===== src/fcsf_pkg.sv =====
// package of constants for the flash command status flag block
`default_nettype none
package fcsf_pkg;
    localparam logic [8:0] STATUS_OFFSET = 9'h105;
    localparam logic [8:0] CONFIG_OFFSET = 9'h103;
    localparam int BIT_CBE = 7;
    localparam int BIT_CC = 6;
    localparam int BIT_PV = 5;
    localparam int BIT_AE = 4;
    localparam int BIT_BLANK = 2;
    localparam int BIT_FAIL = 1;
    localparam int BIT_CBE_IE = 7;
    localparam int BIT_CC_IE = 6;
    localparam logic [7:0] STATUS_RESET = 8'hC0;
    localparam logic [7:0] CONFIG_RESET = 8'h00;
    localparam logic [7:0] CONFIG_MASK = 8'hC0;
    localparam logic [6:0] CMD_ERASE_VERIFY = 7'h05;
    localparam logic [6:0] CMD_PROGRAM = 7'h20;
    localparam logic [6:0] CMD_BURST = 7'h25;
    localparam logic [6:0] CMD_SECTOR_ERASE = 7'h40;
    localparam logic [6:0] CMD_MASS_ERASE = 7'h41;
endpackage
`default_nettype wire


===== src/fcsf_flags.sv =====
// status flag logic of the flash command controller
`default_nettype none
module fcsf_flags (
    input wire logic clk,
    input wire logic rst_b,
    input wire logic clk_en,
    input wire logic special_mode,
    input wire logic [8:0] reg_addr,
    input wire logic [7:0] reg_wdata,
    input wire logic reg_wr,
    input wire logic reg_rd,
    output logic [7:0] reg_rdata,
    input wire logic array_wr,
    input wire logic array_wr_aligned,
    input wire logic array_wr_protected,
    input wire logic cmd_wr,
    input wire logic [6:0] cmd_code,
    input wire logic seq_violation,
    input wire logic stop_req,
    input wire logic engine_done,
    input wire logic verify_blank,
    output logic launch,
    output logic [6:0] launch_cmd,
    output logic buffer_busy,
    output logic irq_buffer_empty,
    output logic irq_complete
);
    typedef enum logic [1:0] {SEQ_IDLE, SEQ_ADDR, SEQ_CMD} fcsf_seq_e;

    fcsf_seq_e seq_q;
    fcsf_seq_e seq_d;
    logic cbe_q;
    logic cbe_d;
    logic cc_q;
    logic cc_d;
    logic pv_q;
    logic pv_d;
    logic ae_q;
    logic ae_d;
    logic blank_q;
    logic blank_d;
    logic fail_q;
    logic fail_d;
    logic [7:0] cfg_q;
    logic [7:0] cfg_d;
    logic [7:0] rdata_d;
    logic [6:0] cmd_q;
    logic [6:0] cmd_d;
    logic [6:0] active_cmd_q;
    logic [6:0] active_cmd_d;
    logic pending_q;
    logic pending_d;
    logic active_q;
    logic active_d;
    logic st_wr;
    logic st_one;
    logic blocked;
    logic do_launch;
    logic abort;
    logic bad_cmd;
    logic finish;
    logic chain;
    logic ae_set;
    logic pv_set;
    logic ev_done;
    logic open_seq;
    logic [7:0] status_word;

    function automatic logic cmd_valid(input logic [6:0] c);
        cmd_valid = (c == fcsf_pkg::CMD_ERASE_VERIFY) || (c == fcsf_pkg::CMD_PROGRAM) ||
                    (c == fcsf_pkg::CMD_BURST) || (c == fcsf_pkg::CMD_SECTOR_ERASE) ||
                    (c == fcsf_pkg::CMD_MASS_ERASE);
    endfunction

    // write-one request at one status position
    function automatic logic w1c(
        input logic wr,
        input logic [7:0] d,
        input int pos
    );
        w1c = wr && d[pos];
    endfunction

    // reserved positions stay zero; the caller masks the fail bit by mode
    function automatic logic [7:0] pack_status(
        input logic cbe,
        input logic cc,
        input logic pv,
        input logic ae,
        input logic blank,
        input logic fail
    );
        pack_status = 8'h00;
        pack_status[fcsf_pkg::BIT_CBE] = cbe;
        pack_status[fcsf_pkg::BIT_CC] = cc;
        pack_status[fcsf_pkg::BIT_PV] = pv;
        pack_status[fcsf_pkg::BIT_AE] = ae;
        pack_status[fcsf_pkg::BIT_BLANK] = blank;
        pack_status[fcsf_pkg::BIT_FAIL] = fail;
    endfunction

    assign st_wr = reg_wr && (reg_addr == fcsf_pkg::STATUS_OFFSET);
    assign st_one = w1c(st_wr, reg_wdata, fcsf_pkg::BIT_CBE);
    assign blocked = pv_q || ae_q;
    // launch needs a completed address and command stage
    assign do_launch = st_one && cbe_q && !blocked && (seq_q == SEQ_CMD);
    assign abort = st_wr && !reg_wdata[fcsf_pkg::BIT_CBE] && (seq_q != SEQ_IDLE);
    assign bad_cmd = cmd_wr && (seq_q == SEQ_ADDR) && !blocked && !cmd_valid(cmd_code);
    assign pv_set = array_wr && cbe_q && !blocked && (seq_q == SEQ_IDLE)
                    && array_wr_protected;
    assign ae_set = abort || bad_cmd || seq_violation || (stop_req && !cc_q);
    assign finish = active_q && engine_done;
    // burst chained after program keeps complete flag low
    assign chain = finish && pending_q;
    assign ev_done = finish && (active_cmd_q == fcsf_pkg::CMD_ERASE_VERIFY);
    // a protected address never opens a sequence
    assign open_seq = array_wr && cbe_q && array_wr_aligned && !pv_set;
    assign status_word = pack_status(cbe_q, cc_q, pv_q, ae_q, blank_q,
                                     fail_q && special_mode);

    // any error drops an open sequence so a later launch cannot slip through
    always_comb begin
        seq_d = seq_q;
        cmd_d = cmd_q;
        if (abort || do_launch || blocked) begin
            seq_d = SEQ_IDLE;
        end else begin
            case (seq_q)
                SEQ_IDLE: begin
                    if (open_seq) begin
                        seq_d = SEQ_ADDR;
                    end
                end
                SEQ_ADDR: begin
                    if (cmd_wr) begin
                        seq_d = cmd_valid(cmd_code) ? SEQ_CMD : SEQ_IDLE;
                        cmd_d = cmd_code;
                    end
                end
                SEQ_CMD: begin
                    seq_d = SEQ_CMD;
                end
                default: begin
                    seq_d = SEQ_IDLE;
                end
            endcase
        end
    end

    always_ff @(posedge clk or negedge rst_b) begin
        if (!rst_b) begin
            seq_q <= SEQ_IDLE;
            cmd_q <= '0;
        end else if (clk_en) begin
            seq_q <= seq_d;
            cmd_q <= cmd_d;
        end
    end

    // one command runs while at most one more waits in the buffer
    always_comb begin
        pending_d = pending_q;
        active_d = active_q;
        active_cmd_d = active_cmd_q;
        if (do_launch && (!active_q || finish)) begin
            active_d = 1'b1;
            active_cmd_d = cmd_q;
        end else if (chain) begin
            pending_d = 1'b0;
            active_cmd_d = cmd_q;
        end else if (finish) begin
            active_d = 1'b0;
        end
        if (do_launch && active_q && !finish) begin
            pending_d = 1'b1;
        end
    end

    always_ff @(posedge clk or negedge rst_b) begin
        if (!rst_b) begin
            pending_q <= 1'b0;
        end else if (clk_en) begin
            pending_q <= pending_d;
        end
    end

    always_ff @(posedge clk or negedge rst_b) begin
        if (!rst_b) begin
            active_q <= 1'b0;
            active_cmd_q <= '0;
        end else if (clk_en) begin
            active_q <= active_d;
            active_cmd_q <= active_cmd_d;
        end
    end

    // buffer empty: an idle engine takes the command at once, so it stays set
    always_comb begin
        cbe_d = cbe_q;
        if (do_launch && active_q && !finish) begin
            cbe_d = 1'b0;
        end else if (do_launch || chain) begin
            cbe_d = 1'b1;
        end
    end

    always_comb begin
        cc_d = cc_q;
        if (do_launch) begin
            cc_d = 1'b0;
        end else if (finish && !pending_q) begin
            cc_d = 1'b1;
        end
    end

    always_ff @(posedge clk or negedge rst_b) begin
        if (!rst_b) begin
            cbe_q <= fcsf_pkg::STATUS_RESET[fcsf_pkg::BIT_CBE];
        end else if (clk_en) begin
            cbe_q <= cbe_d;
        end
    end

    always_ff @(posedge clk or negedge rst_b) begin
        if (!rst_b) begin
            cc_q <= fcsf_pkg::STATUS_RESET[fcsf_pkg::BIT_CC];
        end else if (clk_en) begin
            cc_q <= cc_d;
        end
    end

    // error flags: a hardware set in the same cycle wins over a software clear
    always_comb begin
        pv_d = pv_q;
        if (pv_set) begin
            pv_d = 1'b1;
        end else if (w1c(st_wr, reg_wdata, fcsf_pkg::BIT_PV)) begin
            pv_d = 1'b0;
        end
    end

    always_comb begin
        ae_d = ae_q;
        if (ae_set) begin
            ae_d = 1'b1;
        end else if (w1c(st_wr, reg_wdata, fcsf_pkg::BIT_AE)) begin
            ae_d = 1'b0;
        end
    end

    always_ff @(posedge clk or negedge rst_b) begin
        if (!rst_b) begin
            pv_q <= 1'b0;
        end else if (clk_en) begin
            pv_q <= pv_d;
        end
    end

    always_ff @(posedge clk or negedge rst_b) begin
        if (!rst_b) begin
            ae_q <= 1'b0;
        end else if (clk_en) begin
            ae_q <= ae_d;
        end
    end

    always_comb begin
        blank_d = blank_q;
        if (ev_done) begin
            blank_d = verify_blank;
        end else if (do_launch) begin
            blank_d = 1'b0;
        end else if (special_mode && w1c(st_wr, reg_wdata, fcsf_pkg::BIT_BLANK)) begin
            blank_d = 1'b0;
        end
    end

    // fail clear works in either mode so a stale fail can always be removed
    always_comb begin
        fail_d = fail_q;
        if (special_mode && ev_done && !verify_blank) begin
            fail_d = 1'b1;
        end else if (w1c(st_wr, reg_wdata, fcsf_pkg::BIT_FAIL)) begin
            fail_d = 1'b0;
        end
    end

    always_ff @(posedge clk or negedge rst_b) begin
        if (!rst_b) begin
            blank_q <= 1'b0;
        end else if (clk_en) begin
            blank_q <= blank_d;
        end
    end

    always_ff @(posedge clk or negedge rst_b) begin
        if (!rst_b) begin
            fail_q <= 1'b0;
        end else if (clk_en) begin
            fail_q <= fail_d;
        end
    end

    always_comb begin
        cfg_d = cfg_q;
        if (reg_wr && reg_addr == fcsf_pkg::CONFIG_OFFSET) begin
            cfg_d = reg_wdata & fcsf_pkg::CONFIG_MASK;
        end
    end

    always_ff @(posedge clk or negedge rst_b) begin
        if (!rst_b) begin
            cfg_q <= fcsf_pkg::CONFIG_RESET;
        end else if (clk_en) begin
            cfg_q <= cfg_d;
        end
    end

    always_comb begin
        rdata_d = 8'h00;
        if (reg_rd && reg_addr == fcsf_pkg::STATUS_OFFSET) begin
            rdata_d = status_word;
        end else if (reg_rd && reg_addr == fcsf_pkg::CONFIG_OFFSET) begin
            rdata_d = cfg_q;
        end
    end

    // registered: read data stand in the cycle after the strobe and hold while clk_en is low
    always_ff @(posedge clk or negedge rst_b) begin
        if (!rst_b) begin
            reg_rdata <= '0;
        end else if (clk_en) begin
            reg_rdata <= rdata_d;
        end
    end

    always_ff @(posedge clk or negedge rst_b) begin
        if (!rst_b) begin
            launch <= 1'b0;
            launch_cmd <= '0;
        end else if (clk_en) begin
            launch <= do_launch;
            if (do_launch) begin
                launch_cmd <= cmd_q;
            end
        end
    end

    assign buffer_busy = !cbe_q;
    assign irq_buffer_empty = cbe_q && cfg_q[fcsf_pkg::BIT_CBE_IE];
    assign irq_complete = cc_q && cfg_q[fcsf_pkg::BIT_CC_IE];
endmodule
`default_nettype wire


===== config.mk =====
export PLATFORM = sky130hd
export DESIGN_NAME = fcsf_flags
export DESIGN_NICKNAME = d
export VERILOG_FILES = /design/src/fcsf_pkg.sv /design/src/fcsf_flags.sv
export SDC_FILE = /design/constraint.sdc
export NUM_CORES = 1
export LEC_CHECK = 0
export BUFFER_PORTS_ARGS = -buffer_cell sky130_fd_sc_hd__buf_4
export CORE_ASPECT_RATIO = 1.75
export CORE_MARGIN = 4
export CORE_UTILIZATION = 30
export CTS_CLUSTER_DIAMETER = 200
export DETAILED_ROUTE_END_ITERATION = 12
export GPL_ROUTABILITY_DRIVEN = 1
export PLACE_DENSITY_LB_ADDON = 0.12
export SLEW_MARGIN = 10
export SYNTH_ARGS = -nofsm -noshare
export SYNTH_HDL_FRONTEND = slang
export SYNTH_SLANG_ARGS = --single-unit

===== constraint.sdc =====
create_clock -name clk -period 4.9 [get_ports clk]
set_input_delay 0.49 -clock clk [delete_from_list [all_inputs] [get_ports clk]]
set_output_delay 0.49 -clock clk [all_outputs]
set_load 0.005 [all_outputs]

Word-level counts from Yosys, hierarchy flattened
Cells that the tools add are included.

word-level totals
  bits in registers = 42
  output and inout bits = 19
  word-level logic and storage cells = 141
  input port bits = 38

operators by class
  reduce and logical (&&, ||, !) cells = 83
  muxes and demuxes = 28
  equality and inequality tests = 14
  bitwise logic cells = 1

operator list
  operator              number
  $logic_and A1 B1 Y1   37
  $mux W1               19
  $eq A9 B9 Y1 const B  2
  $reduce_and A2 Y1     9
  $reduce_bool A2 Y1    9
  $mux W8               2
  $eq A7 B3 Y1 const B  2
  $eq A7 B6 Y1 const B  2
  $eq A7 B7 Y1 const B  2
  $mux W7               2
  $logic_or A1 B1 Y1    12
  $logic_not A1 Y1      10
  $reduce_and A3 Y1     3
  $mux W2               4
  $ne A3 B2 Y1 const B  2
  $pmux W2 S3           1
  $ne A2 B1 Y1 const B  2
  $reduce_and A4 Y1     1
  $reduce_bool A3 Y1    1
  $eq A2 B1 Y1 const B  1
  $eq A2 B2 Y1 const B  1
  $logic_not A2 Y1      1
  $not A1 Y1            1

Depth between registers and ports, before layout
Gate-level depths: netlist of the first run.

  depth in word-level cells = 12
  gate-level depth with buffers = 6
  mapped depth without buffers = 4

Worst setup path after synthesis of the first run
No wires, ideal clock.

  path kind = input-to-reg
  start point = in reg_addr[5]
  end point = reg launch_cmd[1]
  library setup time = 125 ps
  data arrival time = 2106 ps
  path buffers = 1
  required time = 4775 ps
  path slack = 2669 ps
  stages on the path = 5
  cell sequence = or4_4 > or3_1 > nor3_2 > buf_4 > mux2_2

on the way
  word-level cells in the longest chain between the ends = 7

ends and longest elaborated chain
  what                              RTL line           text
  start, declared                   fcsf_flags.sv:8    input wire logic [8:0] reg_addr,
  $eq A9 B9 Y1                      fcsf_flags.sv:102  assign st_wr = reg_wr && (reg_addr == fcsf_pkg::STATUS_OFFSET);
  $logic_and A1 B1 Y1               fcsf_flags.sv:102
  $logic_and A1 B1 Y1               fcsf_flags.sv:81   w1c = wr && d[pos];
  $logic_and A1 B1 Y1 (3 in a row)  fcsf_flags.sv:106  assign do_launch = st_one && cbe_q && !blocked && (seq_q == SEQ_CMD);
  $reduce_and A2 Y1 (no line)       n/a
  end signal, assigned              fcsf_flags.sv:344  launch_cmd <= cmd_q;
  end, declared                     fcsf_flags.sv:23   output logic [6:0] launch_cmd,

Every way passes these cells.
A chain may end at the register's enable or synchronous reset.

Final worst setup path of the first run
  start point = in reg_addr[5]
  end point = reg launch_cmd[3]

Same word-level chain as after synthesis.

==> results of run 1 <==
==> area by class of cell <==
cell class	count	area [sq um]
clock buffers	6	82.58
clock inverters	2	10.01
fillers	642	3756
inverters	9	33.78
multi-input cells	108	899.6
flip-flops and latches	40	1003
well taps	80	100.1
repair buffers	52	390.4
==> cell usage after synthesis (2+ instances only) <==
cell	number
nor4b_1	2
nand4b_1	2
and3_1	2
or3_1	3
mux2_2	21
nor3_1	4
nand2b_1	2
nor2_1	4
a221o_1	4
nor2b_1	3
a22o_1	3
nor4_1	2
mux2_4	2
dfrtp_1	38
nand4_1	2
nor3b_1	4
buf_4	3
nand2_1	7
and2_1	2
dfstp_2	2
clkbuf_1	2
a21o_1	2
nand3_1	5
o21ai_0	3
inv_1	8
and3b_1	2
==> worst max-delay path: cells and delay by family <==
kind / cells / cell delay (ps)
buffers and inverters: 1 / 110
and+or+nand+nor: 3 / 1680
muxes: 1 / 410
==> through the flow <==
stage	total power [W]	worst slack, ps	instances	instance area (sq um)
CTS	0.0006200	2340	297	2520
detailed placement	0.0003872	2032	289	2427
global route	0.0006350	2250	297	2520
floorplan	0.0003514	2669	163	1972
global placement	0.0003873	2053	289	2427
finish	0.0006080	2373	297	2520
==> flip-flops by register name, summed over array words and instances, names as in the netlist, 2 cells and up <==
signal / cells
active_cmd_q: 7
launch_cmd: 7
seq_q: 2
cfg_q: 2
cmd_q: 7
reg_rdata: 6
==> layer usage <==
layer	track usage (%)	routed length, microns
met2	24.30	2639
met5	0	0
met1	14.54	1917
met4	5.476	96
met3	3.500	274
==> how the worst min path moves through the flow <==
stage / cells after the start / start / endpoint / slack, ps
global placement: 1 / fail_q / fail_q / 470
CTS: 1 / rst_b / reg_rdata[4] / 180
floorplan: 0 / rst_b / active_cmd_q[0] / 190
detailed placement: 1 / fail_q / fail_q / 480
finish: 1 / rst_b / reg_rdata[5] / 160
global route: 1 / rst_b / reg_rdata[4] / 210
==> power groups by stage <==
stage / Combinational, W / Sequential [W] / Clock (W)
floorplan: 0.0000121 / 0.000339 / 0
global placement: 0.0000475 / 0.000340 / 0
detailed placement: 0.0000475 / 0.000340 / 0
CTS: 0.0000477 / 0.000333 / 0.000239
global route: 0.0000516 / 0.000334 / 0.000250
finish: 0.0000464 / 0.000333 / 0.000228
==> logic make-up (layout without fill, tap and decap cells) <==
kind of cell	count (synthesis)	after routing	share of synthesized area (%)
AO/OA/AOI/OAI	30	30	13.67
buffers and inverters	15	69	3.496
flip-flops	40	40	50.99
multiplexers	23	23	13.54
other	1	2	0.1905
AND/OR/NAND/NOR	53	53	18.12
==> run summary, run 1 <==
cell taking the most area after synthesis = dfrtp_1
Worst-Skew Late Latency = 290 ps
CORE AREA = 0.006276 sq mm
cells resized by post-CTS repair = 0
critical path arrival = 2700 ps
CTS tree = done
RSZ-0062 raised after global routing = no
Hold Path Class = primary input to asynchronous set/reset pin
antenna violations before repair = 0
Async SR Flop Fraction = 100.0%
status = complete, no violations
final hold vios = 0
cts hold-fix bufs = 0
WP data required = 5080 ps
Net Sw Frac = 23.12%
Reg2Reg Depth = 4
Slew @ Worst Pin = 936.2 ps
Synth Warn # = 0
crit path time final = 2527 ps
Die X-Extent = 69.23 microns
Distinct cells, synth = 54
Port Buffer Count = 52
Peak VDD IR = 174.6 uV
first-pass iteration count of the detailed router = 4
CTS H-tree lvls = 2
DRT antenna net count = 0
Area Growth Syn to Fin = 28.04%
number of global-route vias before repair = 1623
Worst slew margin = 37.25%
LEAKAGE = 1.265 nW
end-of-flow core utilization = 40.15%
FP Rows = 38
Sink Count = 40
global-route wire length before repair = 8.307 mm
P_int = 0.0004674 W
WL per Instance = 16.59 microns
DR vias = 1514
Mapped Avg Cell Area = 12.15 sq um
Root Buffer = clkbuf_8
TNS Setup = 0 ps
clk_skew = 4.515 ps
most common cell after layout, fill and taps aside = buf_4
Worst Setup Start Kind = primary input
Max Fclk = 0.3958 GHz
Post-Synthesis Cell Area = 0.001968 sq mm
Final period util = 51.56%
CTS Buf Count = 5
max incr delay on CP = 720 ps
synth top area cells = dfrtp_1 48%, mux2_2 12%, dfstp_2 2.7%
drt via density = 5.098
Die Footprint = 0.007971 sq mm
Seq/Total Area, Yosys = 50.99%
RD Place Congestion = 0.7494
Yosys top cell area share = 48.32%
Top Ports = 57
total global-route track usage = 13.33%
most frequent cells in the layout = 52 x buf_4, 38 x dfrtp_1, 21 x mux2_2
DP HPWL = 3.828 mm
Setup Buffers After CTS = 0
Critical R2R Capture = launch_cmd[3]
top_reg_cell synth = dfrtp_1
combinational fraction of design power = 7.6%
Iter 0 DRT Violations = 51
CP Cell Sequence = buf_4 -> or4_4 -> or3_1 -> nor3_2 -> mux2_2
WL final = 4.927 mm
largest net degree at the start of global routing = 41
start of the worst register-to-register path = seq_q[0]
beginning of the critical path = reg_addr[5]
Slowest-stage cell, CP = nor3_2
ant diodes = 0
die height = 115.1 microns
clock tree buffer depth = 2
clock-pin slew on the worst setup and hold paths = 80 ps
Final Hold Slack = 164.1 ps
Worst Setup End Kind = flip-flop
Initial Util = 31.36%
nets = 254
synthesis-stage register bit count = 40
clock group share of total power = 37.6%
Crit Path Class = primary input to flip-flop
max-slew violations = 0
NetSw = 0.0001406 W
GRT overflow = 0
setup violators final = 0
CP Max Fanout = 12
Mapped Cells = 162
power per cell area = 241.3 mW/mm^2
Reg power frac = 54.8%
crit path capture = launch_cmd[3]
R2R setup slack = 2450 ps
EDFF count, synth = 0
Max Cap Violations = 0
layout cells sized above 1 = 42.86%
# DRC = 0
(Power assumes the default switching activity.)
==> run 2: changes to the inputs <==
==> constraint.sdc (replaced) <==
create_clock -name clk -period 2.6 [get_ports clk]
set_input_delay 0.26 -clock clk [delete_from_list [all_inputs] [get_ports clk]]
set_output_delay 0.26 -clock clk [all_outputs]
set_load 0.005 [all_outputs]
==> run summary, run 2 (synthesis results as in run 1) <==
clock-pin slew on the worst setup and hold paths = 80 ps
clk_skew = 7.252 ps
nets = 258
Final Hold Slack = 199.3 ps
Root Buffer = clkbuf_8
CORE AREA = 0.006276 sq mm
CP Max Fanout = 9
clock tree buffer depth = 2
setup violators final = 0
max-slew violations = 0
Worst slew margin = 55.47%
crit path time final = 2265 ps
Initial Util = 31.36%
critical path arrival = 2440 ps
CP top delay family = compound AO/OA/AOI/OAI gates
Sink Count = 40
Die X-Extent = 69.23 microns
Worst Setup End Kind = flip-flop
WL final = 4.906 mm
die height = 115.1 microns
registers with the most flip-flops = active_cmd_q x7, cmd_q x7, launch_cmd x7
CTS Buf Count = 5
DRT antenna net count = 0
CTS tree = done
number of global-route vias before repair = 1691
Max Fclk = 0.4416 GHz
Die Footprint = 0.007971 sq mm
# DRC = 0
Final period util = 87.10%
first-pass iteration count of the detailed router = 6
antenna violations before repair = 0
LEAKAGE = 1.279 nW
GRT overflow = 0
DR vias = 1516
final hold vios = 0
Iter 0 DRT Violations = 35
most common cell after layout, fill and taps aside = buf_4
cells resized by post-CTS repair = 0
ant diodes = 0
WP data required = 2770 ps
status = complete, no violations
DP HPWL = 3.801 mm
CTS H-tree lvls = 2
largest net degree at the start of global routing = 41
Top Ports = 57
Port Buffer Count = 52
Peak VDD IR = 294.7 uV
TNS Setup = 0 ps
WL per Instance = 16.30 microns
Setup Buffers After CTS = 0
Slew @ Worst Pin = 666.7 ps
Worst Setup Start Kind = flip-flop
critical path buffer and inverter count = 0
layout cells sized above 1 = 42.53%
cts hold-fix bufs = 1
max incr delay on CP = 640 ps
Max Cap Violations = 0
power per cell area = 447.4 mW/mm^2
RSZ-0062 raised after global routing = no
CP Cell Sequence = nor4b_4 -> nand3_1 -> o41ai_4 -> mux2_2
drt via density = 5.037
RD Place Congestion = 0.7625
Worst-Skew Late Latency = 290 ps
Area Growth Syn to Fin = 29.56%
Slowest-stage cell, CP = o41ai_4
FP Rows = 38
most frequent cells in the layout = 55 x buf_4, 38 x dfrtp_1, 21 x mux2_2
total global-route track usage = 13.36%
global-route wire length before repair = 8.397 mm
Hold Path Class = primary input to flip-flop
Crit Path Class = flip-flop to flip-flop
-- run 2: cell count changes in the layout (fill, tap and decap cells not counted) --
cell           previous run  this run
buf_4                    52        55
clkbuf_1                  0         2
clkinv_2                  2         0
dlygate4sd3_1             0         1
-- run 2: layout make-up --
cell class / count / area (sq um)
Fill cell: 667 / 3726
Sequential cell: 40 / 1003
Multi-Input combinational cell: 108 / 899.6
Timing Repair Buffer: 56 / 422.9
Tap cell: 80 / 100.1
Clock buffer: 8 / 90.09
Inverter: 9 / 33.78
-- run 2: path summary, 6_finish.rpt --
kind	from	end	slack, ps	depth (start not counted)
min in group asynchronous	rst_b	reg_rdata[5]	470	2
worst max-delay path	seq_q[0]	active_cmd_q[5]	340	4
worst min register to register	fail_q	fail_q	490	1
max in group asynchronous	rst_b	cbe_q	1750	2
worst min-delay path	reg_wdata[6]	cfg_q[6]	200	2
worst max register to register	seq_q[0]	active_cmd_q[5]	340	4
-- run 2: report_power, final --
group | switching (W) | internal (W) | leakage (nW)
clock | 0.000207 | 0.000216 | 0.0455
combinational | 0.0000429 | 0.0000463 | 0.698
sequential | 0.00000357 | 0.000625 | 0.536
total | 0.000253 | 0.000888 | 1.28
-- run 2: metal layers --
layer  vias up  GRT usage, %  wire [microns]
li1        726             -               -
met1       734         14.75            1942
met2        48         24.11            2605
met3         8         3.675             265
met4         0         5.346              93
met5         -             0               0
-- run 2: worst register-to-register path: stages (launching register included) --
cell and delay [ps]:
dfrtp_1 500, nor4b_4 380, nand3_1 240, o41ai_4 640
mux2_2 400
-- run 2: stage by stage --
step / utilization (%) / power (W) / instance area (sq um) / setup slack [ps] / std cells
2_1_floorplan: - / 0.0006622 / 1972 / 551.7 / 163
3_3_place_gp: 39.04 / 0.0007306 / 2450 / 334.5 / 292
3_5_place_dp: 39.04 / 0.0007308 / 2450 / 327.6 / 292
4_1_cts: 40.63 / 0.001169 / 2550 / 298.0 / 301
5_1_grt: 40.63 / 0.001201 / 2550 / 198.9 / 301
6_report: 40.63 / 0.001141 / 2550 / 335.3 / 301
==> run 3: changes to the inputs <==
--- a/config.mk
+++ b/config.mk
@@ -5,13 +5,13 @@
 export SDC_FILE = /design/constraint.sdc
 export NUM_CORES = 1
 export LEC_CHECK = 0
+export ABC_AREA = 1
 export BUFFER_PORTS_ARGS = -buffer_cell sky130_fd_sc_hd__buf_4
 export CORE_ASPECT_RATIO = 1.75
 export CORE_MARGIN = 4
 export CORE_UTILIZATION = 30
 export CTS_CLUSTER_DIAMETER = 200
 export DETAILED_ROUTE_END_ITERATION = 12
-export GPL_ROUTABILITY_DRIVEN = 1
 export PLACE_DENSITY_LB_ADDON = 0.12
 export SLEW_MARGIN = 10
 export SYNTH_ARGS = -nofsm -noshare
==> run summary, run 3 <==
Final period util = 65.37%
global-route wire length before repair = 8.666 mm
Max Cap Violations = 0
most frequent cells in the layout = 93 x nand2_1, 52 x buf_4, 38 x dfrtp_1
Hold Path Class = primary input to flip-flop
Critical R2R Capture = active_cmd_q[5]
Yosys top cell area share = 46.57%
Worst-Skew Late Latency = 280 ps
Seq/Total Area, Yosys = 49.14%
Die X-Extent = 70.37 microns
status = complete, no violations
max-slew violations = 0
RD Place Congestion = 0.7436
CTS tree = done
Setup Buffers After CTS = 0
R2R setup slack = 900 ps
Post-Synthesis Cell Area = 0.002042 sq mm
WP data required = 2770 ps
DRT antenna net count = 0
end of the worst hold path = fail_q
DR vias = 1787
EDFF count, synth = 0
antenna violations before repair = 0
Synth Warn # = 0
most frequent cell after synthesis = nand2_1
Root Buffer = clkbuf_16
Iter 0 DRT Violations = 96
fin cells = 397
crit path time final = 1700 ps
Die Footprint = 0.008243 sq mm
Worst Setup End Kind = flip-flop
Max Fclk = 0.5884 GHz
FP Rows = 39
Peak VDD IR = 292.6 uV
Slowest-stage cell, CP = dfstp_2
layout cells sized above 1 = 25.08%
Setup WS post-layout = 900.5 ps
drt via density = 4.501
Top Ports = 57
max incr delay on CP = 610 ps
critical path buffer and inverter count = 2
placed cells = 388
nets = 352
WL per Instance = 13.03 microns
ant diodes = 0
cell taking the most area after synthesis = dfrtp_1
post-route cell area = 0.002658 sq mm
final hold vios = 0
setup slack after placement = 853.9 ps
HP Start = verify_blank
Worst slew margin = 64.87%
Worst Setup Start Kind = flip-flop
WL final = 5.171 mm
Slew @ Worst Pin = 526.9 ps
FILL cells = 703
Sink Count = 40
first-pass iteration count of the detailed router = 5
Mapped Cells = 258
LEAKAGE = 1.424 nW
die height = 117.1 microns
registers with the most flip-flops = active_cmd_q x7, cmd_q x7, launch_cmd x7
CP Max Fanout = 12
CP top delay family = simple AND/OR/NAND/NOR gates
setup violators final = 0
most common cell after layout, fill and taps aside = nand2_1
GRT overflow = 0
Distinct cells, synth = 32
start of the worst register-to-register path = cbe_q
RSZ-0062 raised after global routing = no
top_reg_cell synth = dfrtp_1
CTS Buf Count = 5
Post-DP Area = 0.002510 sq mm
Mapped Avg Cell Area = 7.915 sq um
clock tree buffer depth = 2
DP HPWL = 3.938 mm
total global-route track usage = 13.34%
Async SR Flop Fraction = 100.0%
Hold Path Stages = 2
power per cell area = 508.6 mW/mm^2
CORE AREA = 0.006588 sq mm
clk_skew = 4.802 ps
Port Buffer Count = 52
synthesis-stage register bit count = 40
number of global-route vias before repair = 1850
clock-pin slew on the worst setup and hold paths = 60 ps
Area Growth Syn to Fin = 30.15%
Crit Path Class = flip-flop to flip-flop
CTS H-tree lvls = 2
# DRC = 0
critical path arrival = 1870 ps
largest net degree at the start of global routing = 41
TNS Setup = 0 ps
synth top area cells = dfrtp_1 47%, nand2_1 17%, nand3_1 5.6%
Post-synth top cells = 93 x nand2_1, 38 x dfrtp_1, 26 x inv_1
Reg2Reg Depth = 9
CP Cell Sequence = nand3_2 -> nor2_4 -> nand3_4 -> clkinv_2 -> nand2_4 -> nand2_4 -> inv_4 -> nand2_1 -> nand2_1
Initial Util = 31.00%
Final Hold Slack = 168.5 ps
## run 3: cell types whose count changed after synthesis, sizes merged, moves of 6 or more
cell   change
mux2      -21
inv       +21
nor2      +20
nand4      +6
nand3     +22
nand2     +89
o21ai     +10
## run 3: repair_timing
| action | 4_1_cts | 5_1_grt |
|---|---|---|
| hold buffers | 1 | 0 |
| endpoints found under the hold margin | 38 | 0 |
| gates resized for setup | 0 | 0 |
## run 3: cells by family after synthesis
logic type,Yosys count,synth area share (%)
buffers and inverters,35,7.107
other,1,0.1836
AO/OA/AOI/OAI,20,5.698
flip-flops,40,49.14
multiplexers,2,1.103
AND/OR/NAND/NOR,160,36.77
## run 3: layout make-up
| cell class | count | area (sq um) | share of cell area [%] |
|---|---|---|---|
| sequential | 40 | 1003 | 37.76 |
| multi-input combinational | 184 | 897.1 | 33.76 |
| timing repair buffer | 53 | 400.4 | 15.07 |
| clock buffer | 7 | 132.6 | 4.991 |
| inverter | 30 | 116.4 | 4.379 |
| tap | 82 | 102.6 | 3.861 |
| clock inverter | 1 | 5.005 | 0.1883 |
## run 3: worst max path at each step
stage                start         endpoint  slack [ps]  cells past startpoint
3_3_place_gp   reg_addr[1]  active_cmd_q[6]         860                     13
2_1_floorplan         pv_q  active_cmd_q[6]        1210                     10
4_1_cts               pv_q  active_cmd_q[2]         860                     10
3_5_place_dp   reg_addr[1]  active_cmd_q[2]         850                     13
5_1_grt               pv_q  active_cmd_q[0]         740                     10
6_report             cbe_q  active_cmd_q[5]         900                      9
## run 3: where the power goes
part / total [W] / switching (W) / internal (W)
combinational: 0.000111 / 0.0000588 / 0.0000527
clock: 0.000593 / 0.000239 / 0.000355
sequential: 0.000647 / 0.0000109 / 0.000636
## run 3: per-stage QoR
stage	total power, W	utilization (%)
after floorplan	0.0006974	-
after global placement	0.0007705	38.10
after detailed placement	0.0007712	38.10
after CTS	0.001364	40.34
after global routing	0.001402	40.34
final	0.001352	40.34
## run 3: per-layer routing
| layer | up-vias | share of wire (%) | GRT usage [%] |
|---|---|---|---|
| met2 | 47 | 51 | 24.78 |
| li1 | 931 | - | - |
| met5 | - | 0 | 0 |
| met3 | 5 | 5.1 | 2.821 |
| met1 | 804 | 42 | 15.12 |
| met4 | 0 | 1.2 | 4.220 |
